[src/include/iopd_pkg.sv]
// Purpose: Constants shared by the port drive control block
// Assumes: APB3 slave, 32-bit data, one word per register
// Notes:   Drive codes follow the three-bit per-pin mode encoding
package iopd_pkg;
	localparam int PINS     = 8;
	localparam int AW       = 8;
	localparam int DW       = 32;

	// Port-form register byte offsets
	localparam logic [7:0] OFF_OUT_VALUE  = 8'h00;
	localparam logic [7:0] OFF_PIN_STATE  = 8'h04;
	localparam logic [7:0] OFF_DRV_LOW    = 8'h08;
	localparam logic [7:0] OFF_DRV_MID    = 8'h0c;
	localparam logic [7:0] OFF_DRV_HIGH   = 8'h10;
	localparam logic [7:0] OFF_BYPASS     = 8'h14;
	localparam logic [7:0] OFF_RISE_EN    = 8'h18;
	localparam logic [7:0] OFF_FALL_EN    = 8'h1c;
	localparam logic [7:0] OFF_INT_STATUS = 8'h20;
	// Pin-form registers: base plus four times the pin number
	localparam logic [2:0] PIN_FORM_SEL   = 3'h2;

	// Pin-form field positions
	localparam int PF_OUT   = 0;
	localparam int PF_STATE = 1;
	localparam int PF_DRV_L = 2;
	localparam int PF_DRV_H = 4;
	localparam int PF_BYP   = 5;
	localparam int PF_RISE  = 6;
	localparam int PF_FALL  = 7;

	// Reset values
	localparam logic [7:0] RST_OUT_VALUE = 8'h00;
	localparam logic [7:0] RST_DRV_BITS  = 8'h00;
	localparam logic [7:0] RST_BYPASS    = 8'h00;
	localparam logic [7:0] RST_INT_EN    = 8'h00;

	typedef enum logic [2:0] {
		DRV_HIZ_ANALOG  = 3'b000,
		DRV_HIZ_DIGITAL = 3'b001,
		DRV_RES_UP      = 3'b010,
		DRV_RES_DOWN    = 3'b011,
		DRV_OD_LOW      = 3'b100,
		DRV_OD_HIGH     = 3'b101,
		DRV_STRONG      = 3'b110,
		DRV_RES_BOTH    = 3'b111
	} iopd_drive_e;
endpackage

[src/core/iopd_pin.sv]
// Purpose: One pin: drive decode, input synchroniser, edge detector
// Assumes: pad_in is asynchronous to pclk
// Notes:   All outputs are registered
`timescale 1ns/1ps
module iopd_pin (
	input  wire logic              pclk,
	input  wire logic              presetn,
	input  wire logic              ce,
	input  wire logic              pad_in,
	input  wire iopd_pkg::iopd_drive_e drive_mode_code,
	input  wire logic              out_bit,
	input  wire logic              bypass_bit,
	input  wire logic              periph_bit,
	input  wire logic              rise_en,
	input  wire logic              fall_en,
	output logic                   pad_out,
	output logic                   pad_oe,
	output logic                   pad_pu_en,
	output logic                   pad_pd_en,
	output logic                   pad_ie,
	output logic                   pin_state,
	output logic                   edge_event
);
	import iopd_pkg::*;

	logic sync1_reg;
	logic sync2_reg;
	logic prev_reg;
	logic drv_val;
	logic oe_n;
	logic pu_n;
	logic pd_n;
	logic ie_n;
	logic gated;
	logic ev_n;

	// Data source: port value or routed peripheral
	assign drv_val = bypass_bit ? periph_bit : out_bit;

	always_comb begin
		oe_n = 1'b0;
		pu_n = 1'b0;
		pd_n = 1'b0;
		ie_n = 1'b1;
		unique case (drive_mode_code)
			DRV_HIZ_ANALOG:  ie_n = 1'b0;
			DRV_HIZ_DIGITAL: ie_n = 1'b1;
			DRV_RES_UP: begin
				oe_n = ~drv_val;
				pu_n = drv_val;
			end
			DRV_RES_DOWN: begin
				oe_n = drv_val;
				pd_n = ~drv_val;
			end
			DRV_OD_LOW:  oe_n = ~drv_val;
			DRV_OD_HIGH: oe_n = drv_val;
			DRV_STRONG:  oe_n = 1'b1;
			DRV_RES_BOTH: begin
				pu_n = drv_val;
				pd_n = ~drv_val;
			end
		endcase
	end

	// Mode 0 supplies no digital input value
	assign gated = sync2_reg & pad_ie;
	assign ev_n  = (rise_en & gated & ~prev_reg) | (fall_en & ~gated & prev_reg);

	always_ff @(posedge pclk or negedge presetn) begin
		if (!presetn) begin
			sync1_reg  <= 1'b0;
			sync2_reg  <= 1'b0;
			prev_reg   <= 1'b0;
			pad_out    <= 1'b0;
			pad_oe     <= 1'b0;
			pad_pu_en  <= 1'b0;
			pad_pd_en  <= 1'b0;
			pad_ie     <= 1'b0;
			pin_state  <= 1'b0;
			edge_event <= 1'b0;
		end else if (ce) begin
			sync1_reg  <= pad_in;
			sync2_reg  <= sync1_reg;
			prev_reg   <= gated;
			pad_out    <= drv_val;
			pad_oe     <= oe_n;
			pad_pu_en  <= pu_n;
			pad_pd_en  <= pd_n;
			pad_ie     <= ie_n;
			pin_state  <= gated;
			edge_event <= ev_n;
		end
	end
endmodule

[src/core/iopd_port.sv]
// Purpose: Eight-pin port drive control with APB registers and port interrupt
// Assumes: APB3 master on pclk; pads resolved outside from the enables
// Notes:   Pin-form registers alias the port-form storage
//
// Summary of operation
// - Each pin has its own three-bit drive code choosing one of eight modes.
// - Pin drives port output bit, or routed peripheral signal when bypassed.
// - Code 000 is reset default; driver and input buffer both off.
// - Code 001 keeps driver off and input buffer on.
// - Code 010 resistive high/strong low; 011 strong high/resistive low.
// - Code 100 floats high, drives low; 101 drives high, floats low.
// - Code 110 drives strongly both high and low.
// - Code 111 resistive high for one, resistive low for zero.
// - Pin state read register is separate from output value register.
// - Port reset state is user settable and applied at reset.
// - Pins usable as input, output or both by processor, DMA, peripherals.
// - Pins interrupt on rising, falling or both edges.
// - Each port has one interrupt output combining its pins.
// - Port-form registers map bit n to pin n.
// - Per-pin register gathers eight bits, aliasing port-form storage.
// - Qualifying event sets pin status bit and requests an interrupt.
// - Each pin edge selection is independent: rise, fall, both, none.
//
// The implementer's own choices: the placing of the registers and the APB register port.
`timescale 1ns/1ps
module iopd_port #(
	parameter logic [7:0] RESET_OUT_VALUE = iopd_pkg::RST_OUT_VALUE,
	parameter logic [7:0] RESET_DRV_LOW   = iopd_pkg::RST_DRV_BITS,
	parameter logic [7:0] RESET_DRV_MID   = iopd_pkg::RST_DRV_BITS,
	parameter logic [7:0] RESET_DRV_HIGH  = iopd_pkg::RST_DRV_BITS
) (
	input  wire logic                      pclk,
	input  wire logic                      presetn,
	input  wire logic                      ce,
	input  wire logic                      psel,
	input  wire logic                      penable,
	input  wire logic                      pwrite,
	input  wire logic [iopd_pkg::AW-1:0]   paddr,
	input  wire logic [iopd_pkg::DW-1:0]   pwdata,
	output logic      [iopd_pkg::DW-1:0]   prdata,
	output logic                           pready,
	output logic                           pslverr,
	input  wire logic [iopd_pkg::PINS-1:0] pad_in,
	output logic      [iopd_pkg::PINS-1:0] pad_out,
	output logic      [iopd_pkg::PINS-1:0] pad_oe,
	output logic      [iopd_pkg::PINS-1:0] pad_pu_en,
	output logic      [iopd_pkg::PINS-1:0] pad_pd_en,
	output logic      [iopd_pkg::PINS-1:0] pad_ie,
	input  wire logic [iopd_pkg::PINS-1:0] periph_out,
	output logic      [iopd_pkg::PINS-1:0] periph_in,
	output logic                           irq
);
	import iopd_pkg::*;

	////////////////////////////////////////////////////////////////////////
	// Storage
	logic [PINS-1:0] out_value_reg;
	logic [PINS-1:0] drv_low_reg;
	logic [PINS-1:0] drv_mid_reg;
	logic [PINS-1:0] drv_high_reg;
	logic [PINS-1:0] bypass_sel_reg;
	logic [PINS-1:0] rise_en_reg;
	logic [PINS-1:0] fall_en_reg;
	logic [PINS-1:0] int_status_reg;
	logic [PINS-1:0] out_value_next;
	logic [PINS-1:0] drv_low_next;
	logic [PINS-1:0] drv_mid_next;
	logic [PINS-1:0] drv_high_next;
	logic [PINS-1:0] bypass_sel_next;
	logic [PINS-1:0] rise_en_next;
	logic [PINS-1:0] fall_en_next;
	logic [PINS-1:0] int_status_next;
	logic [PINS-1:0] clr_mask_reg;
	logic [PINS-1:0] pin_state;
	logic [PINS-1:0] edge_event;

	////////////////////////////////////////////////////////////////////////
	// APB decode
	logic       access;
	logic       done;
	logic       wr_done;
	logic       rd_capture;
	logic       is_pin_form;
	logic [2:0] pin_idx;
	logic [7:0] pin_mask;
	logic       hit_out;
	logic       hit_state;
	logic       hit_low;
	logic       hit_mid;
	logic       hit_high;
	logic       hit_byp;
	logic       hit_rise;
	logic       hit_fall;
	logic       hit_stat;
	logic       mapped;
	logic       wr_pin;
	logic       wr_out;
	logic       wr_low;
	logic       wr_mid;
	logic       wr_high;
	logic       wr_byp;
	logic       wr_rise;
	logic       wr_fall;
	logic       rd_stat;
	logic [7:0] pin_word;
	logic [7:0] port_word;
	logic [DW-1:0] rd_word;

	// Two-cycle access: ready rises on the second access cycle
	assign access     = psel & penable;
	assign rd_capture = access & ~pready;
	assign done       = access & pready;
	assign wr_done    = done & pwrite;

	assign is_pin_form = (paddr[7:5] == PIN_FORM_SEL) & (paddr[1:0] == 2'h0);
	assign pin_idx     = paddr[4:2];
	assign pin_mask    = 8'h01 << pin_idx;
	assign hit_out     = paddr == OFF_OUT_VALUE;
	assign hit_state   = paddr == OFF_PIN_STATE;
	assign hit_low     = paddr == OFF_DRV_LOW;
	assign hit_mid     = paddr == OFF_DRV_MID;
	assign hit_high    = paddr == OFF_DRV_HIGH;
	assign hit_byp     = paddr == OFF_BYPASS;
	assign hit_rise    = paddr == OFF_RISE_EN;
	assign hit_fall    = paddr == OFF_FALL_EN;
	assign hit_stat    = paddr == OFF_INT_STATUS;
	assign mapped      = hit_out | hit_state | hit_low | hit_mid | hit_high | hit_byp |
	                     hit_rise | hit_fall | hit_stat | is_pin_form;
	assign wr_pin      = wr_done & is_pin_form;

	// Port-form write strobes, one per writable register, and the status read strobe
	assign wr_out      = wr_done & hit_out;
	assign wr_low      = wr_done & hit_low;
	assign wr_mid      = wr_done & hit_mid;
	assign wr_high     = wr_done & hit_high;
	assign wr_byp      = wr_done & hit_byp;
	assign wr_rise     = wr_done & hit_rise;
	assign wr_fall     = wr_done & hit_fall;
	assign rd_stat     = done & ~pwrite & hit_stat;

	// Merge of one pin-form bit into a port-form register
	function automatic logic [7:0] merge(input logic [7:0] old, input logic [7:0] msk, input logic b);
		merge = (old & ~msk) | (b ? msk : 8'h00);
	endfunction

	////////////////////////////////////////////////////////////////////////
	// Next values: port form writes whole byte, pin form writes one bit
	assign out_value_next  = wr_out ? pwdata[7:0] :
	                         wr_pin ? merge(out_value_reg, pin_mask, pwdata[PF_OUT]) :
	                         out_value_reg;
	assign drv_low_next    = wr_low ? pwdata[7:0] :
	                         wr_pin ? merge(drv_low_reg, pin_mask, pwdata[PF_DRV_L]) :
	                         drv_low_reg;
	assign drv_mid_next    = wr_mid ? pwdata[7:0] :
	                         wr_pin ? merge(drv_mid_reg, pin_mask, pwdata[PF_DRV_L+1]) :
	                         drv_mid_reg;
	assign drv_high_next   = wr_high ? pwdata[7:0] :
	                         wr_pin ? merge(drv_high_reg, pin_mask, pwdata[PF_DRV_H]) :
	                         drv_high_reg;
	assign bypass_sel_next = wr_byp ? pwdata[7:0] :
	                         wr_pin ? merge(bypass_sel_reg, pin_mask, pwdata[PF_BYP]) :
	                         bypass_sel_reg;
	assign rise_en_next    = wr_rise ? pwdata[7:0] :
	                         wr_pin ? merge(rise_en_reg, pin_mask, pwdata[PF_RISE]) :
	                         rise_en_reg;
	assign fall_en_next    = wr_fall ? pwdata[7:0] :
	                         wr_pin ? merge(fall_en_reg, pin_mask, pwdata[PF_FALL]) :
	                         fall_en_reg;

	// Clear only what the read returned; a new event wins over the clear
	assign int_status_next = (int_status_reg & ~(rd_stat ? clr_mask_reg : 8'h00)) |
	                         edge_event;

	////////////////////////////////////////////////////////////////////////
	// Read path
	assign pin_word  = {fall_en_reg[pin_idx], rise_en_reg[pin_idx], bypass_sel_reg[pin_idx],
	                    drv_high_reg[pin_idx], drv_mid_reg[pin_idx], drv_low_reg[pin_idx],
	                    pin_state[pin_idx], out_value_reg[pin_idx]};

	always_comb begin
		port_word = 8'h00;
		unique case (1'b1)
			hit_out:   port_word = out_value_reg;
			hit_state: port_word = pin_state;
			hit_low:   port_word = drv_low_reg;
			hit_mid:   port_word = drv_mid_reg;
			hit_high:  port_word = drv_high_reg;
			hit_byp:   port_word = bypass_sel_reg;
			hit_rise:  port_word = rise_en_reg;
			hit_fall:  port_word = fall_en_reg;
			hit_stat:  port_word = int_status_reg;
			default:   port_word = 8'h00;
		endcase
	end

	assign rd_word = {24'h000000, is_pin_form ? pin_word : port_word};

	////////////////////////////////////////////////////////////////////////
	// Registers
	always_ff @(posedge pclk or negedge presetn) begin
		if (!presetn) begin
			out_value_reg  <= RESET_OUT_VALUE;
			drv_low_reg    <= RESET_DRV_LOW;
			drv_mid_reg    <= RESET_DRV_MID;
			drv_high_reg   <= RESET_DRV_HIGH;
			bypass_sel_reg <= RST_BYPASS;
			rise_en_reg    <= RST_INT_EN;
			fall_en_reg    <= RST_INT_EN;
			int_status_reg <= 8'h00;
		end else if (ce) begin
			out_value_reg  <= out_value_next;
			drv_low_reg    <= drv_low_next;
			drv_mid_reg    <= drv_mid_next;
			drv_high_reg   <= drv_high_next;
			bypass_sel_reg <= bypass_sel_next;
			rise_en_reg    <= rise_en_next;
			fall_en_reg    <= fall_en_next;
			int_status_reg <= int_status_next;
		end
	end

	// Bus response, interrupt output and peripheral input
	always_ff @(posedge pclk or negedge presetn) begin
		if (!presetn) begin
			prdata       <= 32'h00000000;
			pready       <= 1'b0;
			pslverr      <= 1'b0;
			clr_mask_reg <= 8'h00;
			irq          <= 1'b0;
			periph_in    <= 8'h00;
		end else if (ce) begin
			pready       <= rd_capture;
			pslverr      <= rd_capture & ~mapped;
			irq          <= |int_status_next;
			periph_in    <= pin_state;
			if (rd_capture) begin
				prdata       <= (mapped & ~pwrite) ? rd_word : 32'h00000000;
				clr_mask_reg <= int_status_reg;
			end
		end
	end

	////////////////////////////////////////////////////////////////////////
	// Pins
	for (genvar i = 0; i < PINS; i++) begin : g_pin
		iopd_pin u_pin (
			.pclk            (pclk),
			.presetn         (presetn),
			.ce              (ce),
			.pad_in          (pad_in[i]),
			.drive_mode_code (iopd_drive_e'({drv_high_reg[i], drv_mid_reg[i], drv_low_reg[i]})),
			.out_bit         (out_value_reg[i]),
			.bypass_bit      (bypass_sel_reg[i]),
			.periph_bit      (periph_out[i]),
			.rise_en         (rise_en_reg[i]),
			.fall_en         (fall_en_reg[i]),
			.pad_out         (pad_out[i]),
			.pad_oe          (pad_oe[i]),
			.pad_pu_en       (pad_pu_en[i]),
			.pad_pd_en       (pad_pd_en[i]),
			.pad_ie          (pad_ie[i]),
			.pin_state       (pin_state[i]),
			.edge_event      (edge_event[i])
		);
	end
endmodule

[config.mk]
export PLATFORM = sky130hd
export DESIGN_NAME = iopd_port
export DESIGN_NICKNAME = d
export VERILOG_FILES = /design/src/include/iopd_pkg.sv /design/src/core/iopd_pin.sv /design/src/core/iopd_port.sv
export SDC_FILE = /design/constraint.sdc
export NUM_CORES = 1
export LEC_CHECK = 0
export BUFFER_PORTS_ARGS = -buffer_cell sky130_fd_sc_hd__buf_4
export CAP_MARGIN = 20
export CORE_MARGIN = 5
export CORE_UTILIZATION = 58
export CTS_CLUSTER_DIAMETER = 50
export DETAILED_ROUTE_END_ITERATION = 8
export PLACE_DENSITY = 0.81
export SETUP_SLACK_MARGIN = 0.4
export SLEW_MARGIN = 20
export SYNTH_ARGS = -nofsm -noshare
export SYNTH_HDL_FRONTEND = slang
export SYNTH_SLANG_ARGS = --single-unit
[constraint.sdc]
create_clock -name pclk -period 2.2 [get_ports pclk]
set_clock_uncertainty 0.05 [all_clocks]
set_input_delay 0.44 -clock pclk [delete_from_list [all_inputs] [get_ports pclk]]
set_output_delay 0.44 -clock pclk [all_outputs]
set_load 0.02 [all_outputs]
==> flow_summary.toml <==
[run_status]
status = "complete, no violations"

[yosys]
synth_cell_types = 54
synth_warnings = 0
postSynthCellCount = 972
syn_area_sq_um = 9303
ys_ff_latch = 163
syn_area_per_cell_sq_um = 9.571
async_flop_share_pct = 100.0
synth-seq-area-share_pct = 43.85
synth_edf_count = 0
yosys_most_used_dff = "dfrtp_1"

[sta]
post-route-period-util_pct = 89.40
grt_setup_unrepaired = "true"
setup_viol = 0
fmax_ghz = 0.5084
drv_slew = 0
tightest_slew_ps = 601.3
period_needed_ps = 1967
hold-worst-slack_ps = 185.6
hold_violations = 0
relSlewSlack_pct = 58.77

[global_route]
grt_max_degree = 77
antenna_found_initial = 0
gr-total-overflow = 0
grt_pass1_wl_um = 46580
gr-max-usage-layer = "met2"
grtUsageMet1_pct = 41.33
grt_util_met3_pct = 8.750
grt_pass1_vias = 8319
track_usage_pct = 32.78
grt.met2_usage_pct = 52.19

[pwr]
ir_drop_mv = 0.5786
p_leak_nw = 5.325
powerDensity_nw_per_um2 = 603.0

[floorplan]
die_y_um = 136.6
rows = 46
fp.dieW_um = 136.6
core_sq_um = 15830
die_area_sq_um = 18670
start_util_pct = 58.77
ios = 145

[hold_path]
hp-class = "input pin to register"
min_path_cells = 2

[placement]
dpl.hpwl_um = 21220
place_congestion = 0.9209
port_buffers = 96

[worst_setup_path]
critPathArrivalTime_ps = 2280
crit_top_cell = "buf_4"
rrSetupSlack_ps = 290
worstPathRequired_ps = 2510
path_max_fanout = 8
crit_path_cell_trace = "buf_4 -> buf_4 -> nor4_4 -> buf_4 -> nand2_2 -> a211oi_2 -> or4_1 -> a32o_1"
r2r_cells = 4
cp-end-kind = "register"
crit_family = "simple AND/OR/NAND/NOR gates"
crit_path_start_kind = "input pin"
crit_type = "input pin to register"
max_stage_delay_ps = 480
cp.depth = 8
crit_buf_inv = 3
crit_slowest_cell = "nor4_4"

[cells_and_area]
most-common-layout-cells = "buf_4 (185), dfrtp_1 (161), a21oi_1 (120), nand2_1 (81), mux2_2 (44)"
final_nets = 1154
synthToLayoutAreaGrowth_pct = 25.92
antenna_cells = 0
final_util_pct = 74.01
drive_gt1_share_pct = 34.75
final_common_cell = "buf_4"

[route]
drt-total-wl_um = 30990
via_per_inst = 6.566
ant_nets = 0
wl_per_cell_um = 23.46
route.detailed.drc = 0
drtPass1Iterations = 6
routed-via-count = 8674
drtIter0Drc = 1146

[cts]
root_buffer = "clkbuf_16"
cts-buffers-inserted = 17
cts_buffer_depth = 2
cts.sinks = 163
clk_latency_ps = 440
clk_pin_slew_ps = 70
htreeDepth = 4
cts_tree = "done"

[run]
drv_cap = 0
[cells in the mapped netlist (all sizes together), types with 8 or more instances]
cell type | count | area [sq um]
mux2i | 25 | 250.2
nand2 | 82 | 307.8
dfrtp | 163 | 4079
nand4 | 23 | 150.1
o32ai | 8 | 70.07
a22oi | 18 | 135.1
clkbuf | 55 | 206.5
a21boi | 11 | 108.9
o22ai | 52 | 325.3
o21ai | 50 | 250.2
a21oi | 124 | 620.6
mux2 | 54 | 608.1
a31oi | 9 | 56.30
nor2 | 39 | 146.4
inv | 32 | 120.1
mux4 | 16 | 360.4
buf | 86 | 585.6
nor3 | 9 | 45.04
nand3 | 24 | 120.1
nand2b | 10 | 62.56
xor2 | 8 | 70.07
or3 | 11 | 68.82
[routing by layer]
metal | wire [um] | vias up
met5 | 0 | -
met1 | 11360 | 4213
li1 | - | 3703
met2 | 14510 | 603
met3 | 3266 | 155
met4 | 1851 | 0
[power by group]
| part | leakage (nW) | internal [mW] | switching [mW] |
|---|---|---|---|
| Combinational | 2.95 | 0.389 | 0.550 |
| Clock | 0.269 | 1.57 | 1.32 |
| Sequential | 2.11 | 3.12 | 0.121 |
[cell families after synthesis]
group                  Yosys count  synth area share (%)
AND/OR/NAND/NOR                224                 12.23
other                            1               0.04031
buffers and inverters          173                 9.805
XOR/XNOR                        13                 1.224
AO/OA/AOI/OAI                  303                 19.76
flip-flops                     163                 43.85
multiplexers                    95                 13.10
[path summary, 6_finish.rpt]
kind                                          start                        to
hold / removal                            pad_in[2]  g_pin[2].u_pin.sync1_reg
setup / recovery                           paddr[7]                 prdata[2]
setup reg to reg                           register                 prdata[6]
max in group asynchronous                   presetn                 async pin
min in group asynchronous                   presetn     g_pin[6].u_pin.pad_oe
hold reg to reg            g_pin[6].u_pin.sync1_reg  g_pin[6].u_pin.sync1_reg
[through the flow]
| step | worst slack, ps | power (mW) | instance area (sq um) | instances | setup TNS (ps) |
|---|---|---|---|---|---|
| 3_3_place_gp | -222.3 | 4.118 | 10640 | 1265 | -4571 |
| 5_1_grt | 238.2 | 7.272 | 11710 | 1321 | 0 |
| 6_report | 233.1 | 7.063 | 11710 | 1321 | 0 |
| 2_1_floorplan | 2.175 | 3.784 | 9671 | 995 | 0 |
| 4_1_cts | 312.1 | 7.018 | 11460 | 1311 | 0 |
| 3_5_place_dp | -275.6 | 4.145 | 10640 | 1265 | -6176 |
[worst register-to-register path, cell delays in order, from the launching register on]
cell and delay (ps):
dfrtp_1 380, mux4_2 490, mux2_4 300, a2111o_1 400, a22o_1 190
[final cells by class]
class	count	area, sq um
timing repair buffer	218	1882
clock inverter	14	127.6
fill	1092	4114
inverter	32	120.1
sequential	163	4081
tap	216	270.3
clock buffer	18	429.2
multi-input combinational	660	4803
[repair_timing]
action                                 4_1_cts  5_1_grt
cloned                                       2        1
pin swaps                                   15       17
endpoints found under the hold margin       47        0
resized for setup                           28       47
hold buffers                                 1        0
buffers inserted                            11        9
setup endpoints to repair                   60       65
No activity file was read; power rests on OpenSTA's default activity.
